File: src/motor_port_pkg.sv
/*
  Shared constants for the motor driver serial host port: frame layout,
  bit counts, control register addresses and field positions, DAC map
  addresses and the frame state type.
  Assumes it is compiled before every other file of the block.
*/
package motor_port_pkg;

  // Widths of the DAC store and of the serial frame counter.
  localparam int DAC_W = 12;
  localparam int DAC_DEPTH = 7;
  localparam int DAC_IDX_W = 3;
  localparam int CNT_W = 5;
  localparam int SYNC_W = 9;

  // Rising-edge counts that mark the header end, the frame end and the tolerance.
  localparam logic [4:0] CNT_HEADER = 5'h08;
  localparam logic [4:0] CNT_FRAME = 5'h10;
  localparam logic [4:0] CNT_MAX_OK = 5'h11;

  // Top two command bits that mark a control register frame.
  localparam logic [1:0] CTRL_PREFIX = 2'h3;
  // Value of the read/write flag that asks for a read.
  localparam logic RW_READ = 1'h1;

  // Control register addresses (seven bits, top two always set).
  localparam logic [6:0] A_DRIVER_ENA = 7'h70;
  localparam logic [6:0] A_FUNC_ENA = 7'h71;
  localparam logic [6:0] A_PARM0 = 7'h73;
  localparam logic [6:0] A_OPT_SET = 7'h74;
  localparam logic [6:0] A_WRITE_UNLOCK = 7'h76;
  localparam logic [6:0] A_CLEAR = 7'h77;
  localparam logic [6:0] A_MUTE_MON = 7'h79;
  localparam logic [6:0] A_VERSION = 7'h7E;
  localparam logic [6:0] A_STATUS = 7'h7F;

  // Field positions inside the control registers.
  localparam int B_TILT_EN = 7;
  localparam int B_FOCUS_EN = 6;
  localparam int B_TRACK_EN = 5;
  localparam int B_SPM_EN = 4;
  localparam int B_SLED_EN = 3;
  localparam int B_LOAD_EN = 1;
  localparam int B_CURRENT_SWITCH_ON = 3;
  localparam int B_MUTE_KEEP = 0;
  localparam int B_HALF_CH = 6;
  localparam int B_STAT_FOCUS = 5;
  localparam int B_EARLY_RD = 2;
  localparam int B_MAP_SEL = 0;
  localparam int B_UNLOCK = 7;
  localparam int B_CLR_ERR = 5;
  localparam int B_MUTE_SEEN = 5;
  localparam int B_PWR_ERR = 4;
  localparam int SLED_ZERO_BIT = 1;
  localparam int LOAD_MAP1_SHIFT = 4;

  // Register reset value.
  localparam logic [7:0] REG_RESET = 8'h00;

  // DAC frame addresses (top nibble of a DAC frame).
  localparam logic [3:0] DA_TILT = 4'h1;
  localparam logic [3:0] DA_FOCUS = 4'h2;
  localparam logic [3:0] DA_TRACK = 4'h3;
  localparam logic [3:0] DA_SLED1 = 4'h4;
  localparam logic [3:0] DA_SLED2 = 4'h5;
  localparam logic [3:0] DA_SPM_MAP1 = 4'h6;
  localparam logic [3:0] DA_SPM_MAP0 = 4'h8;
  localparam logic [3:0] DA_LOAD = 4'h9;

  // Word index of each DAC code inside the store.
  localparam logic [2:0] IX_TILT = 3'h0;
  localparam logic [2:0] IX_FOCUS = 3'h1;
  localparam logic [2:0] IX_TRACK = 3'h2;
  localparam logic [2:0] IX_SLED1 = 3'h3;
  localparam logic [2:0] IX_SLED2 = 3'h4;
  localparam logic [2:0] IX_SPM = 3'h5;
  localparam logic [2:0] IX_LOAD = 3'h6;

  // Frame tracking states.
  typedef enum logic [1:0] {F_IDLE, F_SHIFT, F_OVER} frame_state_t;

endpackage

File: src/dac_store_if.sv
/*
  Carrier between the serial port and the DAC code store: one write port
  and one registered read port.
  Assumes both ends run on the same clock.
*/
`timescale 1ns/1ns
`default_nettype none
interface dac_store_if #(parameter int AW = 3, parameter int DW = 12);
  logic wr_en; // One-cycle write strobe.
  logic [AW-1:0] wr_addr; // Word written.
  logic [DW-1:0] wr_data; // Code written.
  logic [AW-1:0] rd_addr; // Word read.
  logic [DW-1:0] rd_data; // Registered read data, one cycle late.
  modport port (output wr_en, output wr_addr, output wr_data, output rd_addr, input rd_data);
  modport store (input wr_en, input wr_addr, input wr_data, input rd_addr, output rd_data);
endinterface
`default_nettype wire

File: src/dac_code_store.sv
/*
  Small memory for the write-only DAC codes, with a registered read port.
  Assumes writes arrive as single-cycle strobes from the serial port.
*/
`timescale 1ns/1ns
`default_nettype none
module dac_code_store #(
  parameter int DEPTH = 7,
  parameter int AW = 3,
  parameter int DW = 12
) (
  input wire logic i_clock,
  input wire logic i_rstn,
  dac_store_if.store bus
);

  logic [DW-1:0] mem_r [DEPTH]; // Stored codes.
  logic [DW-1:0] mem_nxt [DEPTH]; // Next stored codes.
  logic [DW-1:0] rd_r; // Read data register.
  logic [DW-1:0] rd_nxt; // Next read data.

  // Writes land in the addressed word; out-of-range addresses read as zero.
  always_comb begin
    mem_nxt = mem_r;
    if (bus.wr_en && (int'(bus.wr_addr) < DEPTH)) begin
      mem_nxt[bus.wr_addr] = bus.wr_data;
    end
    rd_nxt = '0;
    if (int'(bus.rd_addr) < DEPTH) begin
      rd_nxt = mem_r[bus.rd_addr];
    end
  end

  // All codes return to zero at reset.
  always_ff @(posedge i_clock or negedge i_rstn) begin
    if (!i_rstn) begin
      for (int i = 0; i < DEPTH; i++) begin
        mem_r[i] <= '0;
      end
      rd_r <= '0;
    end else begin
      mem_r <= mem_nxt;
      rd_r <= rd_nxt;
    end
  end

  assign bus.rd_data = rd_r;

endmodule
`default_nettype wire

File: src/motor_driver_serial_host_port.sv
/*
  Serial slave port of a motor driver: frame capture, control registers,
  DAC code writes, read-back, mute handling and the ready/reset status.
  Assumes the host serial clock, select, data and all status inputs are
  asynchronous to i_clock, and that i_clock runs well above the serial clock.
*/
// How it works
// - Ready low while any serious event is present.
// - Converter drop latch: set below 80% while OVP is active, clear above 90%.
// - Mute falling clears drive and switch enables.
// - Mute clears loader enable only in half-channel mode.
// - Mute sets mute-seen and power-error flags.
// - Mute-keeps-enables bit blocks mute enable clearing.
// - Sixteen-bit frames count only while select low.
// - MSB first, shifted on rising serial clock.
// - Top bits 11 mean control, else DAC.
// - Discard frames with wrong serial clock count.
// - Valid write lands from sixteenth-edge capture.
// - All register bits reset to defaults.
// - Read data driven from eighth falling edge.
// - Early-read bit moves data half clock earlier.
// - Status returned during focus DAC write when enabled.
// - Writes blocked until write-unlock bit set.
// - Map zero DAC addresses as listed.
// - Map one swaps track/tilt, moves spindle, packs load.
// - Sled one bit one always stored zero.
// - Track and load share one converter.
`timescale 1ns/1ns
`default_nettype none
module motor_driver_serial_host_port #(
  parameter logic [7:0] VERSION_CODE = 8'hA5 // Arbitrary identification value.
) (
  input wire logic i_clock,
  input wire logic i_rstn,
  input wire logic i_sclk,
  input wire logic i_select_n,
  input wire logic i_host_to_device_data,
  input wire logic i_mute_in_n,
  input wire logic i_power_fail,
  input wire logic i_over_temp,
  input wire logic i_ovp_active,
  input wire logic i_conv_below_80,
  input wire logic i_conv_above_90,
  output logic o_ready_reset_out,
  output logic o_device_to_host_data,
  output logic o_device_to_host_data_oe,
  output logic o_tilt_drive_enable,
  output logic o_focus_drive_enable,
  output logic o_track_drive_enable,
  output logic o_spindle_drive_enable,
  output logic o_sled_drive_enable,
  output logic o_loader_drive_enable,
  output logic o_current_switch_on,
  output logic [motor_port_pkg::DAC_IDX_W-1:0] o_dac_index,
  output logic [motor_port_pkg::DAC_W-1:0] o_dac_code,
  output logic o_shared_serves_load
);
  import motor_port_pkg::*;

  ////////////////////////////////////////////////////////////////////////////
  // Declarations.

  logic [SYNC_W-1:0] sync1_r; // First synchroniser stage, read only by sync2_r.
  logic [SYNC_W-1:0] sync2_r; // Second synchroniser stage.
  logic s_sclk, s_sel_n, s_mosi, s_mute_n, s_pfail, s_otemp, s_ovp, s_lo80, s_hi90;

  logic prev_sclk_r, prev_sel_r, prev_mute_r; // Previous sampled levels for edges.
  frame_state_t state_r, state_nxt; // Frame tracking state.
  logic [CNT_W-1:0] count_r, count_nxt; // Rising edges seen in this frame.
  logic [15:0] shift_r, shift_nxt; // Incoming shift register.
  logic [15:0] frame_r, frame_nxt; // Copy taken at the sixteenth edge.
  logic [7:0] out_r, out_nxt; // Outgoing read data.
  logic armed_r, armed_nxt; // This frame returns data.
  logic dout_r, dout_nxt; // Serial output level.
  logic oe_r, oe_nxt; // Serial output enable.

  logic [7:0] drv_r, drv_nxt; // Driver enable register.
  logic [7:0] func_r, func_nxt; // Function enable register.
  logic [7:0] parm_r, parm_nxt; // Parameter register.
  logic [7:0] opt_r, opt_nxt; // Option register.
  logic unlock_r, unlock_nxt; // Write unlock bit.
  logic mute_seen_r, mute_seen_nxt; // Latched mute event.
  logic pwr_err_r, pwr_err_nxt; // Latched power error.
  logic drop_r, drop_nxt; // Converter output drop latch.
  logic ready_r, ready_nxt; // Ready/reset status.

  logic wr_en_r, wr_en_nxt; // DAC store write strobe.
  logic [DAC_IDX_W-1:0] wr_ix_r, wr_ix_nxt; // DAC store word.
  logic [DAC_W-1:0] wr_data_r, wr_data_nxt; // DAC store data.
  logic [DAC_IDX_W-1:0] scan_r, scan_nxt; // Refresh scan pointer.
  logic [DAC_IDX_W-1:0] scan_d_r; // Scan pointer aligned with read data.
  logic [DAC_IDX_W-1:0] dac_ix_r; // Index presented to the converters.
  logic [DAC_W-1:0] dac_code_r; // Code presented to the converters.
  logic serve_load_r, serve_load_nxt; // Shared converter owner.

  logic sclk_rise, sclk_fall, sel_rise, mute_fall, early;
  logic [6:0] caddr; // Control address of the captured frame.
  logic [7:0] hdr; // Header bits as they complete.
  logic [7:0] tx_data; // Data chosen for return.
  logic tx_valid; // Header asks for returned data.
  logic dac_hit; // DAC address maps to a word.
  logic [DAC_IDX_W-1:0] dac_ix; // Word for the DAC address.

  dac_store_if #(.AW(DAC_IDX_W), .DW(DAC_W)) store_bus ();

  ////////////////////////////////////////////////////////////////////////////
  // Helpers.

  // Status byte, shared by register read-back and the focus-write return.
  function automatic logic [7:0] status_byte(input logic perr);
    status_byte = REG_RESET;
    status_byte[B_PWR_ERR] = perr;
  endfunction

  // Control register read-back; unmapped addresses read zero.
  function automatic logic [7:0] reg_read(input logic [6:0] a);
    reg_read = REG_RESET;
    case (a)
      A_DRIVER_ENA: reg_read = drv_r;
      A_FUNC_ENA: reg_read = func_r;
      A_PARM0: reg_read = parm_r;
      A_OPT_SET: reg_read = opt_r;
      A_WRITE_UNLOCK: reg_read[B_UNLOCK] = unlock_r;
      A_MUTE_MON: reg_read[B_MUTE_SEEN] = mute_seen_r;
      A_VERSION: reg_read = VERSION_CODE;
      A_STATUS: reg_read = status_byte(pwr_err_r);
      default: reg_read = REG_RESET;
    endcase
  endfunction

  ////////////////////////////////////////////////////////////////////////////
  // Input synchronisers. Every pin passes two flops before logic sees it.

  always_ff @(posedge i_clock or negedge i_rstn) begin
    if (!i_rstn) begin
      sync1_r <= '1;
      sync2_r <= '1;
    end else begin
      sync1_r <= {i_sclk, i_select_n, i_host_to_device_data, i_mute_in_n, i_power_fail,
                  i_over_temp, i_ovp_active, i_conv_below_80, i_conv_above_90};
      sync2_r <= sync1_r;
    end
  end

  assign {s_sclk, s_sel_n, s_mosi, s_mute_n, s_pfail, s_otemp, s_ovp, s_lo80, s_hi90} = sync2_r;

  // Edges of the sampled serial clock, select and mute.
  assign sclk_rise = s_sclk & ~prev_sclk_r;
  assign sclk_fall = ~s_sclk & prev_sclk_r;
  assign sel_rise = s_sel_n & ~prev_sel_r;
  assign mute_fall = ~s_mute_n & prev_mute_r;
  assign early = opt_r[B_EARLY_RD];
  assign caddr = frame_r[15:9];
  assign hdr = {shift_r[6:0], s_mosi};

  ////////////////////////////////////////////////////////////////////////////
  // DAC address decode: the map select bit picks one of two layouts.

  always_comb begin
    dac_hit = 1'b1;
    dac_ix = IX_TILT;
    case (frame_r[15:12])
      DA_TILT: dac_ix = opt_r[B_MAP_SEL] ? IX_TRACK : IX_TILT;
      DA_FOCUS: dac_ix = IX_FOCUS;
      DA_TRACK: dac_ix = opt_r[B_MAP_SEL] ? IX_TILT : IX_TRACK;
      DA_SLED1: dac_ix = IX_SLED1;
      DA_SLED2: dac_ix = IX_SLED2;
      DA_SPM_MAP1: begin
        dac_ix = IX_SPM;
        dac_hit = opt_r[B_MAP_SEL];
      end
      DA_SPM_MAP0: begin
        dac_ix = IX_SPM;
        dac_hit = ~opt_r[B_MAP_SEL];
      end
      DA_LOAD: dac_ix = IX_LOAD;
      default: dac_hit = 1'b0; // Unused addresses are dropped.
    endcase
  end

  // Data returned for a read header or a focus header with status enabled.
  always_comb begin
    tx_valid = 1'b0;
    tx_data = REG_RESET;
    if (hdr[7:6] == CTRL_PREFIX) begin
      tx_valid = (hdr[0] == RW_READ);
      tx_data = reg_read(hdr[7:1]);
    end else if (hdr[7:4] == DA_FOCUS && opt_r[B_STAT_FOCUS]) begin
      tx_valid = 1'b1;
      tx_data = status_byte(pwr_err_r);
    end
  end

  ////////////////////////////////////////////////////////////////////////////
  // Next state of the serial engine and the register file.

  always_comb begin
    state_nxt = state_r;
    count_nxt = count_r;
    shift_nxt = shift_r;
    frame_nxt = frame_r;
    out_nxt = out_r;
    armed_nxt = armed_r;
    dout_nxt = dout_r;
    oe_nxt = oe_r;
    drv_nxt = drv_r;
    func_nxt = func_r;
    parm_nxt = parm_r;
    opt_nxt = opt_r;
    unlock_nxt = unlock_r;
    mute_seen_nxt = mute_seen_r;
    pwr_err_nxt = pwr_err_r;
    wr_en_nxt = 1'b0;
    wr_ix_nxt = wr_ix_r;
    wr_data_nxt = wr_data_r;
    serve_load_nxt = serve_load_r;

    if (s_sel_n) begin
      // Select high: the frame is over and the output is released.
      state_nxt = F_IDLE;
      count_nxt = '0;
      armed_nxt = 1'b0;
      oe_nxt = 1'b0;
      // Commit only a frame of the accepted length.
      if (sel_rise && state_r == F_SHIFT && count_r >= CNT_FRAME && count_r <= CNT_MAX_OK) begin
        if (frame_r[15:14] == CTRL_PREFIX) begin
          if (frame_r[8] != RW_READ && ready_r && (unlock_r || caddr == A_WRITE_UNLOCK)) begin
            case (caddr)
              A_DRIVER_ENA: drv_nxt = frame_r[7:0];
              A_FUNC_ENA: func_nxt = frame_r[7:0];
              A_PARM0: parm_nxt = frame_r[7:0];
              A_OPT_SET: opt_nxt = frame_r[7:0];
              A_WRITE_UNLOCK: unlock_nxt = frame_r[B_UNLOCK];
              A_CLEAR: begin
                if (frame_r[B_CLR_ERR]) begin
                  mute_seen_nxt = 1'b0;
                  pwr_err_nxt = 1'b0;
                end
              end
              default: ; // Read-only and unmapped addresses ignore writes.
            endcase
          end
        end else if (dac_hit && ready_r && unlock_r) begin
          wr_en_nxt = 1'b1;
          wr_ix_nxt = dac_ix;
          wr_data_nxt = frame_r[DAC_W-1:0];
          if (dac_ix == IX_SLED1) begin
            wr_data_nxt[SLED_ZERO_BIT] = 1'b0;
          end
          if (dac_ix == IX_LOAD && opt_r[B_MAP_SEL]) begin
            wr_data_nxt = {frame_r[7:0], {LOAD_MAP1_SHIFT{1'b0}}};
          end
          // One converter serves track or load, whichever was written last.
          if (dac_ix == IX_TRACK) begin
            serve_load_nxt = 1'b0;
          end else if (dac_ix == IX_LOAD) begin
            serve_load_nxt = 1'b1;
          end
        end
      end
    end else begin
      if (state_r == F_IDLE) begin
        state_nxt = F_SHIFT;
      end
      if (sclk_rise && state_r != F_OVER) begin
        if (count_r == CNT_MAX_OK) begin
          state_nxt = F_OVER; // Too many clocks: the frame is lost.
        end else begin
          count_nxt = count_r + 1'b1;
          shift_nxt = {shift_r[14:0], s_mosi};
          if (count_r == CNT_FRAME - 1'b1) begin
            frame_nxt = {shift_r[14:0], s_mosi};
          end
          if (count_r == CNT_HEADER - 1'b1) begin
            armed_nxt = tx_valid;
            out_nxt = tx_data;
            if (early && tx_valid) begin
              oe_nxt = 1'b1;
              dout_nxt = tx_data[7];
              out_nxt = {tx_data[6:0], 1'b0};
            end
          end else if (early && armed_r && count_r >= CNT_HEADER && count_r < CNT_FRAME - 1'b1) begin
            dout_nxt = out_r[7];
            out_nxt = {out_r[6:0], 1'b0};
          end
        end
      end
      if (sclk_fall) begin
        if (count_r >= CNT_FRAME) begin
          oe_nxt = 1'b0;
        end else if (!early && armed_r && count_r >= CNT_HEADER) begin
          oe_nxt = 1'b1;
          dout_nxt = out_r[7];
          out_nxt = {out_r[6:0], 1'b0};
        end
      end
    end

    // Mute events: flags always latch and win over a clear.
    if (mute_fall) begin
      mute_seen_nxt = 1'b1;
      pwr_err_nxt = 1'b1;
      if (!parm_r[B_MUTE_KEEP]) begin
        drv_nxt[B_TILT_EN] = 1'b0;
        drv_nxt[B_FOCUS_EN] = 1'b0;
        drv_nxt[B_TRACK_EN] = 1'b0;
        drv_nxt[B_SPM_EN] = 1'b0;
        drv_nxt[B_SLED_EN] = 1'b0;
        func_nxt[B_CURRENT_SWITCH_ON] = 1'b0;
        if (opt_r[B_HALF_CH]) begin
          drv_nxt[B_LOAD_EN] = 1'b0;
        end
      end
    end

    // Protection re-arms whenever the device falls back into reset status.
    if (!ready_nxt) begin
      unlock_nxt = 1'b0;
    end
  end

  // Ready/reset status with the converter drop hysteresis.
  always_comb begin
    drop_nxt = drop_r;
    if (s_ovp && s_lo80) begin
      drop_nxt = 1'b1;
    end else if (s_hi90) begin
      drop_nxt = 1'b0;
    end
    ready_nxt = ~(s_pfail | s_otemp | drop_nxt);
    // Converter refresh scan walks every stored word in turn.
    scan_nxt = (scan_r == IX_LOAD) ? IX_TILT : scan_r + 1'b1;
  end

  ////////////////////////////////////////////////////////////////////////////
  // State registers. Everything resets to its default.

  always_ff @(posedge i_clock or negedge i_rstn) begin
    if (!i_rstn) begin
      prev_sclk_r <= 1'b0;
      prev_sel_r <= 1'b1;
      prev_mute_r <= 1'b1;
      state_r <= F_IDLE;
      count_r <= '0;
      shift_r <= '0;
      frame_r <= '0;
      out_r <= REG_RESET;
      armed_r <= 1'b0;
      dout_r <= 1'b0;
      oe_r <= 1'b0;
      drv_r <= REG_RESET;
      func_r <= REG_RESET;
      parm_r <= REG_RESET;
      opt_r <= REG_RESET;
      unlock_r <= 1'b0;
      mute_seen_r <= 1'b0;
      pwr_err_r <= 1'b0;
      drop_r <= 1'b0;
      ready_r <= 1'b0;
      wr_en_r <= 1'b0;
      wr_ix_r <= IX_TILT;
      wr_data_r <= '0;
      scan_r <= IX_TILT;
      scan_d_r <= IX_TILT;
      dac_ix_r <= IX_TILT;
      dac_code_r <= '0;
      serve_load_r <= 1'b0;
    end else begin
      prev_sclk_r <= s_sclk;
      prev_sel_r <= s_sel_n;
      prev_mute_r <= s_mute_n;
      state_r <= state_nxt;
      count_r <= count_nxt;
      shift_r <= shift_nxt;
      frame_r <= frame_nxt;
      out_r <= out_nxt;
      armed_r <= armed_nxt;
      dout_r <= dout_nxt;
      oe_r <= oe_nxt;
      drv_r <= drv_nxt;
      func_r <= func_nxt;
      parm_r <= parm_nxt;
      opt_r <= opt_nxt;
      unlock_r <= unlock_nxt;
      mute_seen_r <= mute_seen_nxt;
      pwr_err_r <= pwr_err_nxt;
      drop_r <= drop_nxt;
      ready_r <= ready_nxt;
      wr_en_r <= wr_en_nxt;
      wr_ix_r <= wr_ix_nxt;
      wr_data_r <= wr_data_nxt;
      scan_r <= scan_nxt;
      scan_d_r <= scan_r;
      dac_ix_r <= scan_d_r;
      dac_code_r <= store_bus.rd_data;
      serve_load_r <= serve_load_nxt;
    end
  end

  ////////////////////////////////////////////////////////////////////////////
  // DAC code store. Read data lags the address by one cycle, hence scan_d_r.

  assign store_bus.wr_en = wr_en_r;
  assign store_bus.wr_addr = wr_ix_r;
  assign store_bus.wr_data = wr_data_r;
  assign store_bus.rd_addr = scan_r;

  dac_code_store #(
    .DEPTH(DAC_DEPTH),
    .AW(DAC_IDX_W),
    .DW(DAC_W)
  ) dac_code_store_i (
    .i_clock(i_clock),
    .i_rstn(i_rstn),
    .bus(store_bus)
  );

  ////////////////////////////////////////////////////////////////////////////
  // Outputs, all straight from flops.

  assign o_ready_reset_out = ready_r;
  assign o_device_to_host_data = dout_r;
  assign o_device_to_host_data_oe = oe_r;
  assign o_tilt_drive_enable = drv_r[B_TILT_EN];
  assign o_focus_drive_enable = drv_r[B_FOCUS_EN];
  assign o_track_drive_enable = drv_r[B_TRACK_EN];
  assign o_spindle_drive_enable = drv_r[B_SPM_EN];
  assign o_sled_drive_enable = drv_r[B_SLED_EN];
  assign o_loader_drive_enable = drv_r[B_LOAD_EN];
  assign o_current_switch_on = func_r[B_CURRENT_SWITCH_ON];
  assign o_dac_index = dac_ix_r;
  assign o_dac_code = dac_code_r;
  assign o_shared_serves_load = serve_load_r;

endmodule
`default_nettype wire

File: config.mk
export PLATFORM = sky130hd
export DESIGN_NAME = motor_driver_serial_host_port
export DESIGN_NICKNAME = d
export VERILOG_FILES = /design/src/motor_port_pkg.sv /design/src/dac_store_if.sv /design/src/dac_code_store.sv /design/src/motor_driver_serial_host_port.sv
export SDC_FILE = /design/constraint.sdc
export NUM_CORES = 1
export LEC_CHECK = 0
export ABC_AREA = 1
export BUFFER_PORTS_ARGS = -buffer_cell sky130_fd_sc_hd__clkbuf_2
export CORE_ASPECT_RATIO = 0.75
export CORE_UTILIZATION = 35
export CTS_CLUSTER_DIAMETER = 50
export DETAILED_ROUTE_END_ITERATION = 12
export PLACE_DENSITY = 0.48
export SYNTH_ARGS = -nofsm -noshare
export SYNTH_HDL_FRONTEND = slang
export SYNTH_SLANG_ARGS = --single-unit
File: constraint.sdc
create_clock -name i_clock -period 2.2 [get_ports i_clock]
set_input_delay 0.44 -clock i_clock [delete_from_list [all_inputs] [get_ports i_clock]]
set_output_delay 0.44 -clock i_clock [all_outputs]
set_load 0.02 [all_outputs]
==> impl_metrics.json <==
{
  "critical_path_required_ns": 2.63,
  "mappedNetlistNets": 1220,
  "start_util": 0.356,
  "critPathArrivalTime_ns": 2.40,
  "routed-via-count": 8128,
  "max-cap-violations": 0,
  "run_status": "finished, final reports clean",
  "vdd_ir_drop_max_uv": 641,
  "cts.clk_slew.worst_paths_ns": 0.06,
  "placement_rows": 54,
  "critical-path-top-delay-family": "simple AND/OR/NAND/NOR gates",
  "die_h_um": 151,
  "critical_path.startpoint_type": "register",
  "crit_path_cell_trace": "inv_1 > ha_1 > nand4_1 > o31ai_1 > nand2_1 > inv_2 > nand3_2 > inv_2 > nand4_4 > nand2_1 > o21ai_2",
  "timing_hold_violations_final": 0,
  "first_pass_grt_wire_length_um": 43900,
  "setup_tns_ns": 0,
  "synth_seq_area_share": 0.583,
  "routed_wirelength_um": 26800,
  "post_synth_inst_count": 1206,
  "setup-violations-final": 0,
  "ys.warnings.count": 0,
  "critical_path.n_buffers_inverters": 3,
  "initialDrtViolationCount": 583,
  "clock_skew_ns": 0.0152,
  "grt_antenna_before_repair": 0,
  "place.gp.congestion": 0.871,
  "timing.final.crit_period_ns": 1.97,
  "timing.max_slew.rel_slack": 0.548,
  "timing_worst_setup_path_type": "reg -> reg",
  "worstHoldPathType": "reg -> reg",
  "synth_enable_flop_cells": 0,
  "design.portCount": 37,
  "wire_per_inst_um": 15.9,
  "cts.root.buffer_cell": "sky130_fd_sc_hd__clkbuf_16",
  "slowest_delay_ns": 0.40,
  "rsz0062_at_grt": "no",
  "finish.net_count": 1287,
  "timing.fmax_ghz": 0.508,
  "track_usage": 0.184,
  "route.antenna.remaining_nets": 0,
  "postSynthRegisterBits": 240,
  "detail_route.vias_per_cell": 4.82,
  "fp.coreArea_um2": 29100,
  "port_buffers": 36,
  "maxSlewViolCount": 0,
  "synth.distinct_cells": 38,
  "areaGrowthSynthToFinish_pct": 19.2,
  "drt-pass1-iter-count": 5,
  "finish.instance_area_um2": 12300,
  "worst_slew_pin_slew_ns": 0.676,
  "drive_gt1_frac": 0.136,
  "most_common_flop_cell_mapped_by_yosys": "sky130_fd_sc_hd__dfrtp_1",
  "worst-path-max-fanout": 16,
  "leakage_uw": 0.00579,
  "pin_count_of_the_biggest_net_entering_global_routing": 59,
  "cts_num_sinks": 240,
  "die_width_um": 200,
  "antennaDiodeCount": 0,
  "power.density_cell_area_nw_per_um2": 808,
  "postSynthAreaPerCell_um2": 8.57,
  "cts_made_buffers": 29,
  "global_route.overflow_total": 0,
  "cts-htree-levels": 1,
  "clk_path_buf_depth": 3,
  "timing.final.crit_share": 0.895,
  "ys_async_sr_fraction": 1.00,
  "cts_tree": "done",
  "dpl_cell_area_um2": 11200,
  "die_area_um2": 30200,
  "clk-insertion-delay-late_ns": 0.55,
  "filler_cell_count": 2940,
  "detailedPlacementHpwl_um": 17800,
  "synthesis.area_um2": 10300,
  "critPathCaptureType": "register",
  "grt_pass1_vias": 7708,
  "total_drc_errors_in_the_routed_layout": 0,
  "cpMaxStageDelayCell": "sky130_fd_sc_hd__dfrtp_1"
}
## metrics by stage
stage / hold WS (ns) / instances / power [uW] / worst slack, ns / util
floorplan: 0.144 / 1206 / 4750 / 0.462 / -
global placement: 0.332 / 1623 / 4950 / 0.194 / 0.385
detailed placement: 0.335 / 1623 / 4950 / 0.182 / 0.385
CTS: 0.348 / 1686 / 10100 / 0.176 / 0.424
global route: 0.354 / 1687 / 10300 / 0.0810 / 0.424
finish: 0.347 / 1687 / 9960 / 0.231 / 0.424
## state kept, by name (all words and copies together), names as in the netlist, 2 cells and up
signal	flops
dac_code_store_i.mem_r	84
frame_r	16
shift_r	15
dac_code_store_i.bus.rd_data	12
o_dac_code	12
store_bus.wr_data	12
sync1_r	9
sync2_r	9
drv_r	8
func_r	8
opt_r	8
out_r	8
parm_r	8
count_r	5
o_dac_index	3
scan_d_r	3
scan_r	3
store_bus.wr_addr	3
state_r	2
## final timing paths
kind	start	to	slack [ns]	cells after the start
worst max-delay path	count_r[1]	parm_r[1]	0.23	11
max in group asynchronous	i_rstn	sync2_r[2]	1.04	3
worst min-delay path	dac_code_store_i.bus.rd_data[10]	o_dac_code[10]	0.35	0
worst min register to register	dac_code_store_i.bus.rd_data[10]	o_dac_code[10]	0.35	0
min in group asynchronous	i_rstn	o_dac_index[2]	0.41	2
worst max register to register	count_r[1]	parm_r[1]	0.23	11
## area by class of cell
cell class	count	area, um2	area share
clock inverters	16	213	0.0173
repair buffers	86	666	0.0540
multi-input cells	819	3740	0.304
inverters	97	364	0.0295
well taps	392	490	0.0398
flip-flops and latches	240	6030	0.489
clock buffers	37	816	0.0662
## report_power, final
group | total, uW | switching [uW] | internal (uW)
registers | 4540 | 52.2 | 4490
logic | 336 | 243 | 92.1
clock network | 5080 | 1970 | 3110
## per-layer routing
metal | vias to the layer above | global-route usage | part of all wire
li1 | 4063 | - | -
met4 | 0 | 0.0412 | 0.017
met5 | - | 0 | 0
met2 | 162 | 0.252 | 0.40
met3 | 30 | 0.0297 | 0.041
met1 | 3873 | 0.295 | 0.54
## timing repair
action                                  4_1_cts  5_1_grt
endpoints found under the setup margin        0        5
endpoints found under the hold margin        55        0
gates resized for setup                       0        2
setup buffers                                 0        1
hold buffers                                 10        0
## cell usage in the layout, fill, tap and decap left out, drive strengths merged
master / n
buf: 41
a221oi: 1
o21ai: 226
nor4: 1
clkinv: 5
or2: 1
inv: 102
xor2: 1
dlygate4sd3: 10
bufinv: 4
dfrtp: 220
a21boi: 2
clkbuf: 72
nor3: 7
a31oi: 1
o22ai: 1
nand3b: 1
nor3b: 2
nand3: 66
o211ai: 15
a211oi: 6
dfstp: 20
ha: 3
nand4: 11
o31ai: 1
nor2: 84
nand2: 376
a21oi: 13
clkinvlp: 2
## cell usage after synthesis, types with 2 or more instances
cell type | count | area, um2
sky130_fd_sc_hd__a211oi_1 | 6 | 45.0
sky130_fd_sc_hd__a21oi_1 | 13 | 65.1
sky130_fd_sc_hd__buf_2 | 7 | 35.0
sky130_fd_sc_hd__clkbuf_1 | 40 | 150
sky130_fd_sc_hd__dfrtp_1 | 220 | 5510
sky130_fd_sc_hd__dfstp_2 | 20 | 526
sky130_fd_sc_hd__ha_1 | 3 | 37.5
sky130_fd_sc_hd__inv_1 | 89 | 334
sky130_fd_sc_hd__inv_2 | 8 | 30.0
sky130_fd_sc_hd__nand2_1 | 373 | 1400
sky130_fd_sc_hd__nand2_2 | 3 | 18.8
sky130_fd_sc_hd__nand3_1 | 65 | 325
sky130_fd_sc_hd__nand4_1 | 9 | 56.3
sky130_fd_sc_hd__nor2_1 | 81 | 304
sky130_fd_sc_hd__nor2_2 | 2 | 12.5
sky130_fd_sc_hd__nor3_1 | 7 | 35.0
sky130_fd_sc_hd__nor3b_1 | 2 | 15.0
sky130_fd_sc_hd__o211ai_1 | 15 | 113
sky130_fd_sc_hd__o21ai_0 | 180 | 901
sky130_fd_sc_hd__o21ai_1 | 38 | 190
sky130_fd_sc_hd__o21ai_2 | 8 | 70.1
## cells by family (layout without fill, tap and decap cells)
group / Yosys count / in the layout / synth area share
buffers and inverters: 147 / 236 / 0.0553
flip-flops: 240 / 240 / 0.583
adder cells (fa/ha/maj): 3 / 3 / 0.00363
AO/OA/AOI/OAI: 266 / 266 / 0.139
XOR/XNOR: 1 / 1 / 0.000847
AND/OR/NAND/NOR: 549 / 549 / 0.218
Power figures use the tool's default switching activity.
